<file path="src/sync_xfer_regs.vh">
// Constants for the synchronous transfer handshake sequencer
`ifndef SYNC_XFER_REGS_VH
`define SYNC_XFER_REGS_VH
// Register indices (byte address = index, plain port)
`define A_CTRL        4'h0
`define A_STATUS      4'h1
`define A_PHASE_OFS   4'h2
`define A_PHASE_WIN   4'h3
`define A_FREQ_OFS    4'h4
`define A_STATE       4'h5
// Control bits
`define C_FAULT_RST   0
`define C_INHIBIT     1
// Reset values and limits, tenths of a unit, signed 16 bit
`define RV_PHASE_OFS  16'h0014
`define RV_PHASE_WIN  16'h000f
`define RV_FREQ_OFS   16'h0005
`define LIM_PHASE_OFS 16'h0384
`define LIM_PHASE_WIN 16'h0032
`define LIM_FREQ_OFS  16'h0064
// Timing
`define CLK_HZ        100000000
`define TICK_HZ       1000
`define TICK_DIV      (`CLK_HZ / `TICK_HZ)
`define LOCK_MS       3000
`define STAB_MS       5000
`define XFER_TO_MS    30000
// Torque threshold, percent of maximum current
`define IQ_PCT        8'h19
`endif

</file>
<file path="src/sync_transfer_handshake.v">
// Synchronous transfer handshake sequencer between drive and controller
//
// Our own choices: the register offsets and strobed register access.
`timescale 1ns/1ns
`default_nettype none
// Notes on behaviour
// - Up: follow line frequency, lock three seconds
// - After lock interval raise up permit
// - Line ack in up transfer: up done
// - Down permit only with enough voltage
// - Down: wait five seconds for stabilising
// - Lock, torque 25 percent, then unlatch
// - Line ack cleared: down done
// - Done clears permit, unlatch; enter run
// - Up transfer uses phase offset setpoint
// - Up lock only within error window
// - Down transfer applies frequency offset
// - Timeout in down: fail, warning, need reset
// - Fault: coast stop, idle, need reset
`include "sync_xfer_regs.vh"
module sync_transfer_handshake
#(
	parameter LOCK_TICKS = `LOCK_MS * `TICK_HZ / 1000,
	parameter STAB_TICKS = `STAB_MS * `TICK_HZ / 1000,
	parameter XFER_TO_TICKS = `XFER_TO_MS * `TICK_HZ / 1000,
	parameter TICK_CYCLES = `TICK_DIV
)
(
	input  wire        ref_clk_i,
	input  wire        rst_n_i,
	input  wire        to_line_request_i,
	input  wire        to_drive_request_i,
	input  wire        run_request_in_i,
	input  wire        output_contactor_closed_ack_i,
	input  wire        line_contactor_closed_ack_i,
	input  wire        drive_fault_i,
	input  wire        voltage_ok_i,
	input  wire        phase_in_window_i,
	input  wire        freq_locked_i,
	input  wire [7:0]  torque_pct_i,
	input  wire [3:0]  addr_i,
	input  wire [15:0] wdata_i,
	input  wire        wr_i,
	input  wire        rd_i,
	output reg  [15:0] rdata_o,
	output reg         to_line_permit_o,
	output reg         to_line_done_o,
	output reg         mains_contactor_open_cmd_o,
	output reg         to_drive_permit_o,
	output reg         to_drive_done_o,
	output reg         track_line_o,
	output reg         coast_stop_o,
	output reg         run_enable_o,
	output reg         xfer_fail_warn_o,
	output reg  [15:0] phase_setpoint_o,
	output reg  [15:0] phase_window_o,
	output reg  [15:0] freq_offset_o
);

localparam S_IDLE    = 4'h0;
localparam S_RUN     = 4'h1;
localparam S_UP_LOCK = 4'h2;
localparam S_UP_PERM = 4'h3;
localparam S_UP_DONE = 4'h4;
localparam S_DN_INIT = 4'h5;
localparam S_DN_STAB = 4'h6;
localparam S_DN_TORQ = 4'h7;
localparam S_DN_DONE = 4'h8;
localparam S_FAULT   = 4'h9;
localparam S_FAIL    = 4'ha;

// Clamp a signed tenths value into +/- limit
function [15:0] clamp;
	input [15:0] v;
	input [15:0] lim;
	input        unsig;
	clamp = (unsig && v[15]) ? 16'h0000 :
		(!v[15] && v > lim) ? lim :
		(v[15] && (16'h0000 - v) > lim) ? 16'h0000 - lim : v;
endfunction

// Two-flop synchronisers on all pin inputs except reset and the register bus
wire [16:0] pins_raw = {torque_pct_i, to_drive_request_i, to_line_request_i,
	drive_fault_i, voltage_ok_i, phase_in_window_i, freq_locked_i,
	line_contactor_closed_ack_i, output_contactor_closed_ack_i,
	run_request_in_i};
reg  [16:0] meta;
reg  [16:0] sync;
always @(posedge ref_clk_i)
begin
	meta <= pins_raw;
	sync <= meta;
end

// Control tick divider
reg [16:0] div;
reg        tick;
always @(posedge ref_clk_i)
begin
	tick <= rst_n_i && (div == TICK_CYCLES - 1);
	if (!rst_n_i || div == TICK_CYCLES - 1)
		div <= 17'h00000;
	else
		div <= div + 17'h00001;
end

// Per-tick sample; accept only values equal on two ticks
reg [8:0] samp_a;
reg [8:0] samp;
wire [8:0] raw_now = sync[8:0];
always @(posedge ref_clk_i)
begin
	if (!rst_n_i)
	begin
		samp_a <= 9'h000;
		samp   <= 9'h000;
	end
	else if (tick)
	begin
		samp_a <= raw_now;
		if (samp_a == raw_now)
			samp <= raw_now;
	end
end
wire run_rq   = samp[0];
wire oc_ack   = samp[1];
wire lc_ack   = samp[2];
wire f_lock   = samp[3];
wire ph_ok    = samp[4];
wire volt_ok  = samp[5];
wire fault    = samp[6];
wire up_rq    = samp[7];
wire dn_rq    = samp[8];

// Registers
reg [1:0]  ctrl;
reg [15:0] ph_ofs;
reg [15:0] ph_win;
reg [15:0] fr_ofs;
reg        fault_rst;
always @(posedge ref_clk_i)
begin
	if (!rst_n_i)
	begin
		ctrl   <= 2'h0;
		ph_ofs <= `RV_PHASE_OFS;
		ph_win <= `RV_PHASE_WIN;
		fr_ofs <= `RV_FREQ_OFS;
		fault_rst <= 1'b0;
	end
	else
	begin
		if (wr_i && addr_i == `A_CTRL && wdata_i[`C_FAULT_RST])
			fault_rst <= 1'b1;
		else if (tick)
			fault_rst <= 1'b0;
		if (wr_i && addr_i == `A_CTRL)
			ctrl[`C_INHIBIT] <= wdata_i[`C_INHIBIT];
		if (wr_i && addr_i == `A_PHASE_OFS)
			ph_ofs <= clamp(wdata_i, `LIM_PHASE_OFS, 1'b0);
		if (wr_i && addr_i == `A_PHASE_WIN)
			ph_win <= clamp(wdata_i, `LIM_PHASE_WIN, 1'b1);
		if (wr_i && addr_i == `A_FREQ_OFS)
			fr_ofs <= clamp(wdata_i, `LIM_FREQ_OFS, 1'b0);
	end
end

// Sequencer
reg [3:0]  state;
reg [3:0]  next_state;
reg [15:0] cnt;
reg [15:0] to_cnt;
reg        warn;
wire intv_done_lock = (cnt >= LOCK_TICKS - 1);
wire intv_done_stab = (cnt >= STAB_TICKS - 1);

always @*
begin
	next_state = state;
	case (state)
	S_IDLE:
		if (up_rq && !dn_rq && run_rq && oc_ack && !lc_ack)
			next_state = S_UP_LOCK;
		else if (dn_rq && !up_rq && lc_ack && run_rq && volt_ok && !warn)
			next_state = S_DN_INIT;
		else if (run_rq && oc_ack && !up_rq && !dn_rq)
			next_state = S_RUN;
	S_RUN:
		if (!run_rq)
			next_state = S_IDLE;
		else if (up_rq && oc_ack)
			next_state = S_UP_LOCK;
	S_UP_LOCK:
		if (!up_rq || !oc_ack || !run_rq)
			next_state = run_rq ? S_RUN : S_IDLE;
		else if (intv_done_lock && ph_ok)
			next_state = S_UP_PERM;
	S_UP_PERM:
		if (lc_ack)
			next_state = S_UP_DONE;
		else if (!up_rq || !oc_ack || !run_rq)
			next_state = run_rq ? S_RUN : S_IDLE;
	S_UP_DONE:
		if (!up_rq && !oc_ack && !lc_ack && !run_rq)
			next_state = S_IDLE;
	S_DN_INIT:
		if (oc_ack)
			next_state = S_DN_STAB;
	S_DN_STAB:
		if (!oc_ack)
			next_state = S_DN_INIT;
		else if (intv_done_stab)
			next_state = S_DN_TORQ;
	S_DN_TORQ:
		if (!lc_ack)
			next_state = S_DN_DONE;
	S_DN_DONE:
		if (!dn_rq)
			next_state = run_rq ? S_RUN : S_IDLE;
	S_FAULT:
		if (fault_rst && !fault)
			next_state = S_IDLE;
	S_FAIL:
		if (fault_rst)
			next_state = S_IDLE;
	default:
		next_state = S_IDLE;
	endcase
	if (fault)
		next_state = S_FAULT;
	else if (ctrl[`C_INHIBIT])
		next_state = S_IDLE;
	else if ((state == S_DN_INIT || state == S_DN_STAB
		|| state == S_DN_TORQ) && to_cnt >= XFER_TO_TICKS - 1)
		next_state = S_FAIL;
end

always @(posedge ref_clk_i)
begin
	if (!rst_n_i)
	begin
		state  <= S_IDLE;
		cnt    <= 16'h0000;
		to_cnt <= 16'h0000;
		warn   <= 1'b0;
	end
	else if (tick)
	begin
		state <= next_state;
		if (next_state != state || (state == S_UP_LOCK && !ph_ok))
			cnt <= 16'h0000;
		else if (cnt != 16'hffff)
			cnt <= cnt + 16'h0001;
		if (next_state != S_DN_INIT && next_state != S_DN_STAB
			&& next_state != S_DN_TORQ)
			to_cnt <= 16'h0000;
		else if (to_cnt != 16'hffff)
			to_cnt <= to_cnt + 16'h0001;
		if (next_state == S_FAIL)
			warn <= 1'b1;
		else if (fault_rst)
			warn <= 1'b0;
	end
end

// Torque build done once locked at 25 percent
wire torque_ok = f_lock && (sync[16:9] >= `IQ_PCT);
reg  unlatch;
always @(posedge ref_clk_i)
	unlatch <= rst_n_i && (state == S_DN_TORQ)
		&& (unlatch || (tick && torque_ok));

// Registered outputs
always @(posedge ref_clk_i)
begin
	if (!rst_n_i)
	begin
		to_line_permit_o <= 1'b0;
		to_line_done_o <= 1'b0;
		mains_contactor_open_cmd_o <= 1'b0;
		to_drive_permit_o <= 1'b0;
		to_drive_done_o <= 1'b0;
		track_line_o <= 1'b0;
		coast_stop_o <= 1'b0;
		run_enable_o <= 1'b0;
		xfer_fail_warn_o <= 1'b0;
		phase_setpoint_o <= 16'h0000;
		phase_window_o <= 16'h0000;
		freq_offset_o <= 16'h0000;
		rdata_o <= 16'h0000;
	end
	else
	begin
		to_line_permit_o <= (state == S_UP_PERM);
		to_line_done_o <= (state == S_UP_DONE);
		mains_contactor_open_cmd_o <= unlatch;
		to_drive_permit_o <= (state == S_DN_INIT || state == S_DN_STAB
			|| state == S_DN_TORQ);
		to_drive_done_o <= (state == S_DN_DONE);
		track_line_o <= (state == S_UP_LOCK || state == S_UP_PERM
			|| state == S_DN_STAB || state == S_DN_TORQ);
		coast_stop_o <= (state == S_FAULT);
		run_enable_o <= (state == S_RUN || state == S_UP_LOCK
			|| state == S_UP_PERM || state == S_DN_INIT
			|| state == S_DN_STAB || state == S_DN_TORQ
			|| state == S_DN_DONE);
		xfer_fail_warn_o <= warn;
		phase_setpoint_o <= (state == S_UP_LOCK || state == S_UP_PERM)
			? ph_ofs : 16'h0000;
		phase_window_o <= ph_win;
		freq_offset_o <= (state == S_DN_TORQ) ? fr_ofs : 16'h0000;
		if (rd_i)
		begin
			case (addr_i)
			`A_CTRL:      rdata_o <= {14'h0000, ctrl};
			`A_STATUS:    rdata_o <= {6'h00, warn, samp};
			`A_PHASE_OFS: rdata_o <= ph_ofs;
			`A_PHASE_WIN: rdata_o <= ph_win;
			`A_FREQ_OFS:  rdata_o <= fr_ofs;
			`A_STATE:     rdata_o <= {12'h000, state};
			default:      rdata_o <= 16'h0000;
			endcase
		end
		else
			rdata_o <= 16'h0000;
	end
end

endmodule // sync_transfer_handshake
`default_nettype wire

</file>
<file path="config.mk">
export PLATFORM = sky130hd
export DESIGN_NAME = sync_transfer_handshake
export DESIGN_NICKNAME = d
export VERILOG_FILES = /design/src/sync_transfer_handshake.v
export VERILOG_INCLUDE_DIRS = /design/src
export SDC_FILE = /design/constraint.sdc
export NUM_CORES = 1
export LEC_CHECK = 0
export BUFFER_PORTS_ARGS = -buffer_cell sky130_fd_sc_hd__buf_2
export CAP_MARGIN = 15
export CORE_ASPECT_RATIO = 1.2
export CORE_UTILIZATION = 25
export CTS_BUF_LIST = sky130_fd_sc_hd__clkbuf_4 sky130_fd_sc_hd__clkbuf_8 sky130_fd_sc_hd__clkbuf_16
export DETAILED_ROUTE_END_ITERATION = 8
export HOLD_SLACK_MARGIN = 0.15
export SLEW_MARGIN = 20
export SYNTH_ARGS = -nofsm -noshare
export SYNTH_HDL_FRONTEND = slang
export SYNTH_SLANG_ARGS = --single-unit
</file>
<file path="constraint.sdc">
create_clock -name ref_clk_i -period 3.25 [get_ports ref_clk_i]
set_input_delay 0.4875 -clock ref_clk_i [delete_from_list [all_inputs] [get_ports ref_clk_i]]
set_output_delay 0.4875 -clock ref_clk_i [all_outputs]
set_load 0.1 [all_outputs]
</file>
**Yosys cells after proc, flatten, opt, wreduce, memory -nomap -nowiden**

Index checks and enable logic that the tools add are counted.

- Word-level logic and storage cells: 182
- Input bits: 41
- Output and inout port bits: 73
- Flip-flop bits (word level): 231

- Mux-type cells: 38
- Equality and inequality tests: 24
- Reductions and logical operators: 77
- Add/subtract/negate cells: 4
- Order comparisons: 10

Operators by type and width:

| operator | count |
|---|---|
| $mux W16 | 11 |
| $pmux W16 S6 | 1 |
| $mux W4 | 20 |
| $pmux W4 S11 | 1 |
| $logic_and A1 B1 Y1 | 38 |
| $add A16 B1 Y16 const B | 2 |
| $gt A16 B10 Y1 const B | 2 |
| $gt A16 B6 Y1 const B | 2 |
| $gt A16 B7 Y1 const B | 2 |
| $ne A16 B16 Y1 const B | 2 |
| $eq A4 B3 Y1 const B | 6 |
| $add A17 B1 Y17 const B | 1 |
| $eq A17 B17 Y1 const B | 1 |
| $eq A4 B2 Y1 const B | 4 |
| $eq A4 B4 Y1 const B | 4 |
| $ge A16 B12 Y1 const B | 1 |
| $ge A16 B13 Y1 const B | 1 |
| $ge A16 B15 Y1 const B | 1 |
| $logic_or A1 B1 Y1 | 16 |
| $sub A1 B16 Y16 const A | 1 |
| $reduce_and A2 Y1 | 7 |
| $ne A4 B3 Y1 const B | 3 |
| $logic_not A1 Y1 | 10 |
| $eq A9 B9 Y1 | 1 |
| 6 further kinds | 15 |

**Longest topological paths before layout**

- Word-level depth: 17
- Mapped depth: 11
- Mapped depth without buffers: 10

**Worst setup path after synthesis**

Ideal clock, no wire load.

- Path type: input -> register
- Start point: in wdata_i[1]
- End point: reg fr_ofs[14]
- Library setup time: 0.129 ns
- Required time: 3.121 ns
- Stages on the path: 11
- Path buffers: 1
- Data arrival time: 2.818 ns
- Path slack: 0.304 ns
- Cells stage by stage: inv_1 ha_1 or4b_2 nor3_2 nand4_1 a22oi_1 o211ai_1 and2_1 clkbuf_1 o21bai_1 nand2_1

- Cells in the longest elaborated chain, start to end: 5
- Elaborated cells on any way between the ends: 7
- Classes of those cells: add/sub (1); order compare (2); mux (2); reduce/logical (2)

RTL lines:

| what | RTL line | RTL |
|---|---|---|
| from (decl) | sync_transfer_handshake.v:42 | `input wire [15:0] wdata_i,` |
| $sub A1 B16 Y16 | sync_transfer_handshake.v:79 | `(v[15] && (16'h0000 - v) > lim) ? 16'h0000 - lim : v;` |
| $gt A16 B7 Y1 | sync_transfer_handshake.v:79 |  |
| $logic_and A1 B1 Y1 | sync_transfer_handshake.v:79 |  |
| $mux W16 | sync_transfer_handshake.v:79 |  |
| $mux W16 * | sync_transfer_handshake.v:78 | `(!v[15] && v > lim) ? lim :` |
| to (signal assigned) | sync_transfer_handshake.v:148 | `` fr_ofs <= `RV_FREQ_OFS; `` |
| to (signal assigned) | sync_transfer_handshake.v:164 | `` fr_ofs <= clamp(wdata_i, `LIM_FREQ_OFS, 1'b0); `` |
| to (decl) | sync_transfer_handshake.v:139 | `reg [15:0] fr_ofs;` |

Every way passes the cells marked *; elsewhere a longest branch is shown, timed or not.
A chain may end at the register's enable or synchronous reset.

**Final worst setup path**

- Start point: reg samp[2]
- End point: reg to_cnt[11]

- Cells in the longest elaborated chain, start to end: 15
- Elaborated cells on any way between the ends: 25
- Classes of those cells: eq/ne (3); mux (10); reduce/logical (12)

RTL lines:

| what | RTL line | RTL |
|---|---|---|
| from (decl) | sync_transfer_handshake.v:109 | `reg [8:0] samp;` |
| from (signal assigned) | sync_transfer_handshake.v:122 | `samp <= raw_now;` |
| $logic_and A1 B1 Y1 (4 in series) | sync_transfer_handshake.v:184 | `else if (dn_rq && !up_rq && lc_ack && run_rq && volt_ok && !warn)` |
| $mux W4 | sync_transfer_handshake.v:184 |  |
| $mux W4 | sync_transfer_handshake.v:182 | `if (up_rq && !dn_rq && run_rq && oc_ack && !lc_ack)` |
| $pmux W4 S11 * | sync_transfer_handshake.v:180 | `case (state)` |
| $mux W4 * | sync_transfer_handshake.v:233 | `else if ((state == S_DN_INIT \|\| state == S_DN_STAB` |
| $mux W4 * | sync_transfer_handshake.v:231 | `` else if (ctrl[`C_INHIBIT]) `` |
| $mux W4 * | sync_transfer_handshake.v:229 | `if (fault)` |
| $ne A4 B3 Y1 | sync_transfer_handshake.v:254 | `if (next_state != S_DN_INIT && next_state != S_DN_STAB` |
| $logic_and A1 B1 Y1 | sync_transfer_handshake.v:254 |  |
| $logic_and A1 B1 Y1 * | sync_transfer_handshake.v:255 | `&& next_state != S_DN_TORQ)` |
| $reduce_bool A2 Y1 (no source line) | -- |  |
| $reduce_and A2 Y1 (no source line) | -- |  |
| to (signal assigned) | sync_transfer_handshake.v:258 | `to_cnt <= to_cnt + 16'h0001;` |
| to (decl) | sync_transfer_handshake.v:172 | `reg [15:0] to_cnt;` |

Marked as above.

==> implementation parameters <==
Parameter                              Value

Setup path
  Cell class contributing the biggest share of worst-path delay    compound AO/OA/AOI/OAI gates
  Category of the worst setup path capture point    flip-flop
  Required time at the worst-slack endpoint    3.73 ns
  Largest fanout on the critical path    24
  CP bufs+invs    0
  Slowest cell on the critical path    dfxtp_1
  Critical path arrival    3.42 ns
  Cell depth of the worst flop-to-flop path    8
  Critical path type    reg2reg
  Slowest Stage Delay on Critical Path    0.62 ns
  Type of element launching the critical path    flip-flop
  Reg-to-reg slack, setup    0.31 ns
  Worst setup path startpoint    samp[2]$_SDFFE_PN0P_
  Source of the worst register-to-register timing path    samp[2]$_SDFFE_PN0P_
  Cells traversed along the worst timing path    nor4bb_1 -> o21a_1 -> a2111o_1 -> a2111oi_4 -> a21oi_2 -> o211a_4 -> or4b_1 -> a21oi_1
  Critical path depth    8
  Reg-to-reg critical path endpoint    to_cnt[11]$_SDFFE_PN0P_

Logic synthesis
  Post-synthesis instance area    9294 sq um
  Top area cells in the synthesized netlist    dfxtp_1 50%, a21oi_1 3.9%, nor2_1 3.8%
  Number of synthesized flops with an enable pin    0
  Most used DFF post-synth    dfxtp_1
  Number of distinct library cells after synthesis    80
  Synth Register Bits    231
  Async set or reset register ratio after synthesis    0%
  Cell taking the most area after synthesis    dfxtp_1
  Yosys warnings    0
  Sequential-to-total area share from yosys stat    49.76%
  Fraction of synthesized cell area taken by the top area cell type    49.76%
  Syn Inst Count    1020
  Post-Syn Area per Cell    9.112 sq um
  Syn Nets    1066

Floorplanning
  Std-Cell Core Area    36710 sq um
  Total I/O pin count    114
  Die width    178.0 um
  Total die area    37950 sq um
  Initial standard-cell utilization of the core    25.32%
  DIE HEIGHT    213.2 um
  Cell Rows    77

STA
  Max-Slew Margin vs Limit    49.20%
  Period utilization    90.56%
  Worst Max-Slew Pin Slew    0.7580 ns
  Worst Setup Slack, final    0.3068 ns
  Fmax    339.8 MHz
  Total negative slack for setup checks    0 ns
  Fin crit period    2.943 ns
  RSZ-0062 raised after global routing    false
  Number of slew-limit violations in the final report    0
  Final-report hold violation count    0
  Count of final setup violators    0
  Post-Route Skew    0.01439 ns

Min path
  Hold_sp    wdata_i[0]
  Worst hold path class    in2reg
  End of the worst hold path    fr_ofs[0]$_SDFFE_PN1P_
  Cell depth of the worst hold path    3

Power
  Leakage power summed over all cells    4.436 nW
  Power density over the cells    540.9 nW/um^2
  Peak supply drop    397.4 uV

GRT
  Initial antenna violation count    2
  Largest net degree at the start of global routing    40
  First-pass GRT wire length    41.97 mm
  Vias in the first global route    7703
  Global-route usage over all layers    13.97%
  GRT overflow    0

Placed design
  Total placed cells including tap cells    1576
  Port Buffer Count    113
  Gpl congestion    0.8936
  DP Worst Slack    0.1849 ns
  Half-perimeter wire length after placement    19.44 mm

Drt
  Post-detailed-route via-to-cell ratio    4.878
  Average wire length per cell after detail routing    16.30 um
  DR DRC count    0
  Antenna Violating Nets Remaining    0
  Number of DRC markers in iteration 0    676
  Count of TritonRoute iterations in the first routing pass    7
  Total routed wirelength    26.72 mm
  Via total after detailed routing    7995

CTS
  Number of H-tree levels    1
  Root buffer cell    clkbuf_16
  Number of clock buffers inserted by TritonCTS    25
  Post_cts resized    0
  Clk Latency, worst-skew pair    0.56 ns
  Deepest clock path buffer count    3
  Clock slew at reported path FFs    0.06 ns
  Number of clock sinks seen by CTS    231
  TritonCTS clock tree    yes

Cells and area
  Nets@finish    1192
  Fraction of final layout cells with drive strength greater than 1    18.97%
  Highest-count cells in the layout ignoring fill and taps    231 x dfxtp_1, 113 x buf_2, 93 x nor2_1
  Post-route non-filler standard cell count    1639
  Most common cell after layout, fill and taps aside    dfxtp_1
  Layout-stage area growth over the synthesis result    24.53%
  Final Core Density    31.53%
  Count of filler cells inserted in the layout    3818
  Number of antenna repair diodes    0

Status
  Run status    completed

Job
  # Max-Cap Violations    0
## worst max path at each step
stage,slack [ns],to
after floorplan,0.30,fr_ofs[14]$_SDFFE_PN0P_
after global placement,0.24,ph_ofs[1]$_SDFFE_PN0P_
after detailed placement,0.18,ph_ofs[1]$_SDFFE_PN0P_
after CTS,0.30,to_cnt[11]$_SDFFE_PN0P_
after global routing,0.13,to_cnt[13]$_SDFFE_PN0P_
final,0.31,to_cnt[11]$_SDFFE_PN0P_
## worst reg2reg max path, cell delays in order, from the launching register on
cell and delay [ns]:
dfxtp_1 0.62, nor4bb_1 0.12, o21a_1 0.21, a2111o_1 0.42
a2111oi_4 0.37, a21oi_2 0.14, o211a_4 0.33, or4b_1 0.52
a21oi_1 0.16
## metrics by stage
stage          total power [mW]  area (sq um)  hold slack [ns]
2_1_floorplan             3.120          9294           0.3096
5_1_grt                   6.481         11570           0.2684
6_report                  6.260         11570           0.2635
3_3_place_gp              3.213         10490           0.3111
3_5_place_dp              3.218         10490           0.3121
4_1_cts                   6.332         11570           0.2601
## synthesized netlist by cell type (9+ instances only)
library cell,instances
a21oi_1,72
a222oi_1,9
a22oi_1,21
a31oi_1,13
and2_1,38
and3_1,33
clkbuf_1,58
dfxtp_1,231
inv_1,15
mux2i_1,24
nand2_1,90
nand2b_1,9
nand3_1,29
nand4_1,20
nor2_1,93
nor3_1,26
nor4_1,15
o21ai_0,28
o31ai_1,11
or3_1,15
or4_1,12
xnor2_1,16
xor2_1,10
## state kept, by name, indices dropped and copies added (netlist names), 16 cells and up
name / count
cnt: 16
div: 17
fr_ofs: 16
freq_offset_o: 16
meta: 17
ph_ofs: 16
ph_win: 16
phase_setpoint_o: 16
phase_window_o: 16
rdata_o: 16
sync: 17
to_cnt: 16
## what timing repair did
item | 4_1_cts | 5_1_grt
setup buffers | 0 | 0
hold buffers | 17 | 0
endpoints found under the hold margin | 17 | 0
## routing by layer
metal / wire [um] / part of all wire, % / vias up / GRT usage (%)
met5: 23 / 0.086 / - / 0
met1: 11280 / 42 / 3783 / 16.53
met3: 1538 / 5.8 / 52 / 2.742
met2: 13190 / 49 / 211 / 24.77
li1: - / - / 3945 / -
met4: 692 / 2.6 / 4 / 5.069
## kinds of logic (layout without fill, tap and decap cells)
| kind of cell | Yosys count | in the layout | share of synthesized area, % |
|---|---|---|---|
| buf+inv | 84 | 229 | 3.514 |
| compound gates | 226 | 226 | 16.82 |
| flops | 231 | 231 | 49.76 |
| fa+ha+maj | 5 | 5 | 0.6731 |
| simple gates | 423 | 423 | 24.08 |
| xor+xnor | 26 | 26 | 2.450 |
| mux | 25 | 25 | 2.706 |
## power by group
part           leakage [nW]  internal, mW  switching [mW]  total [mW]
Clock                 0.445          1.84            1.25        3.09
Combinational          2.11        0.0937           0.162       0.255
Sequential             1.88          2.88          0.0393        2.92
## cell type report
class                      count  area (sq um)  share of cell area, %
sequential                   231          4624                  39.96
clock inverter                18         251.5                  2.173
tap                          474         593.1                  5.124
timing repair buffer         166          1018                  8.800
clock buffer                  28         666.9                  5.762
multi-input combinational    705          4355                  37.63
inverter                      17         63.81                 0.5514
Note: power is estimated with default switching activity, not from simulation.
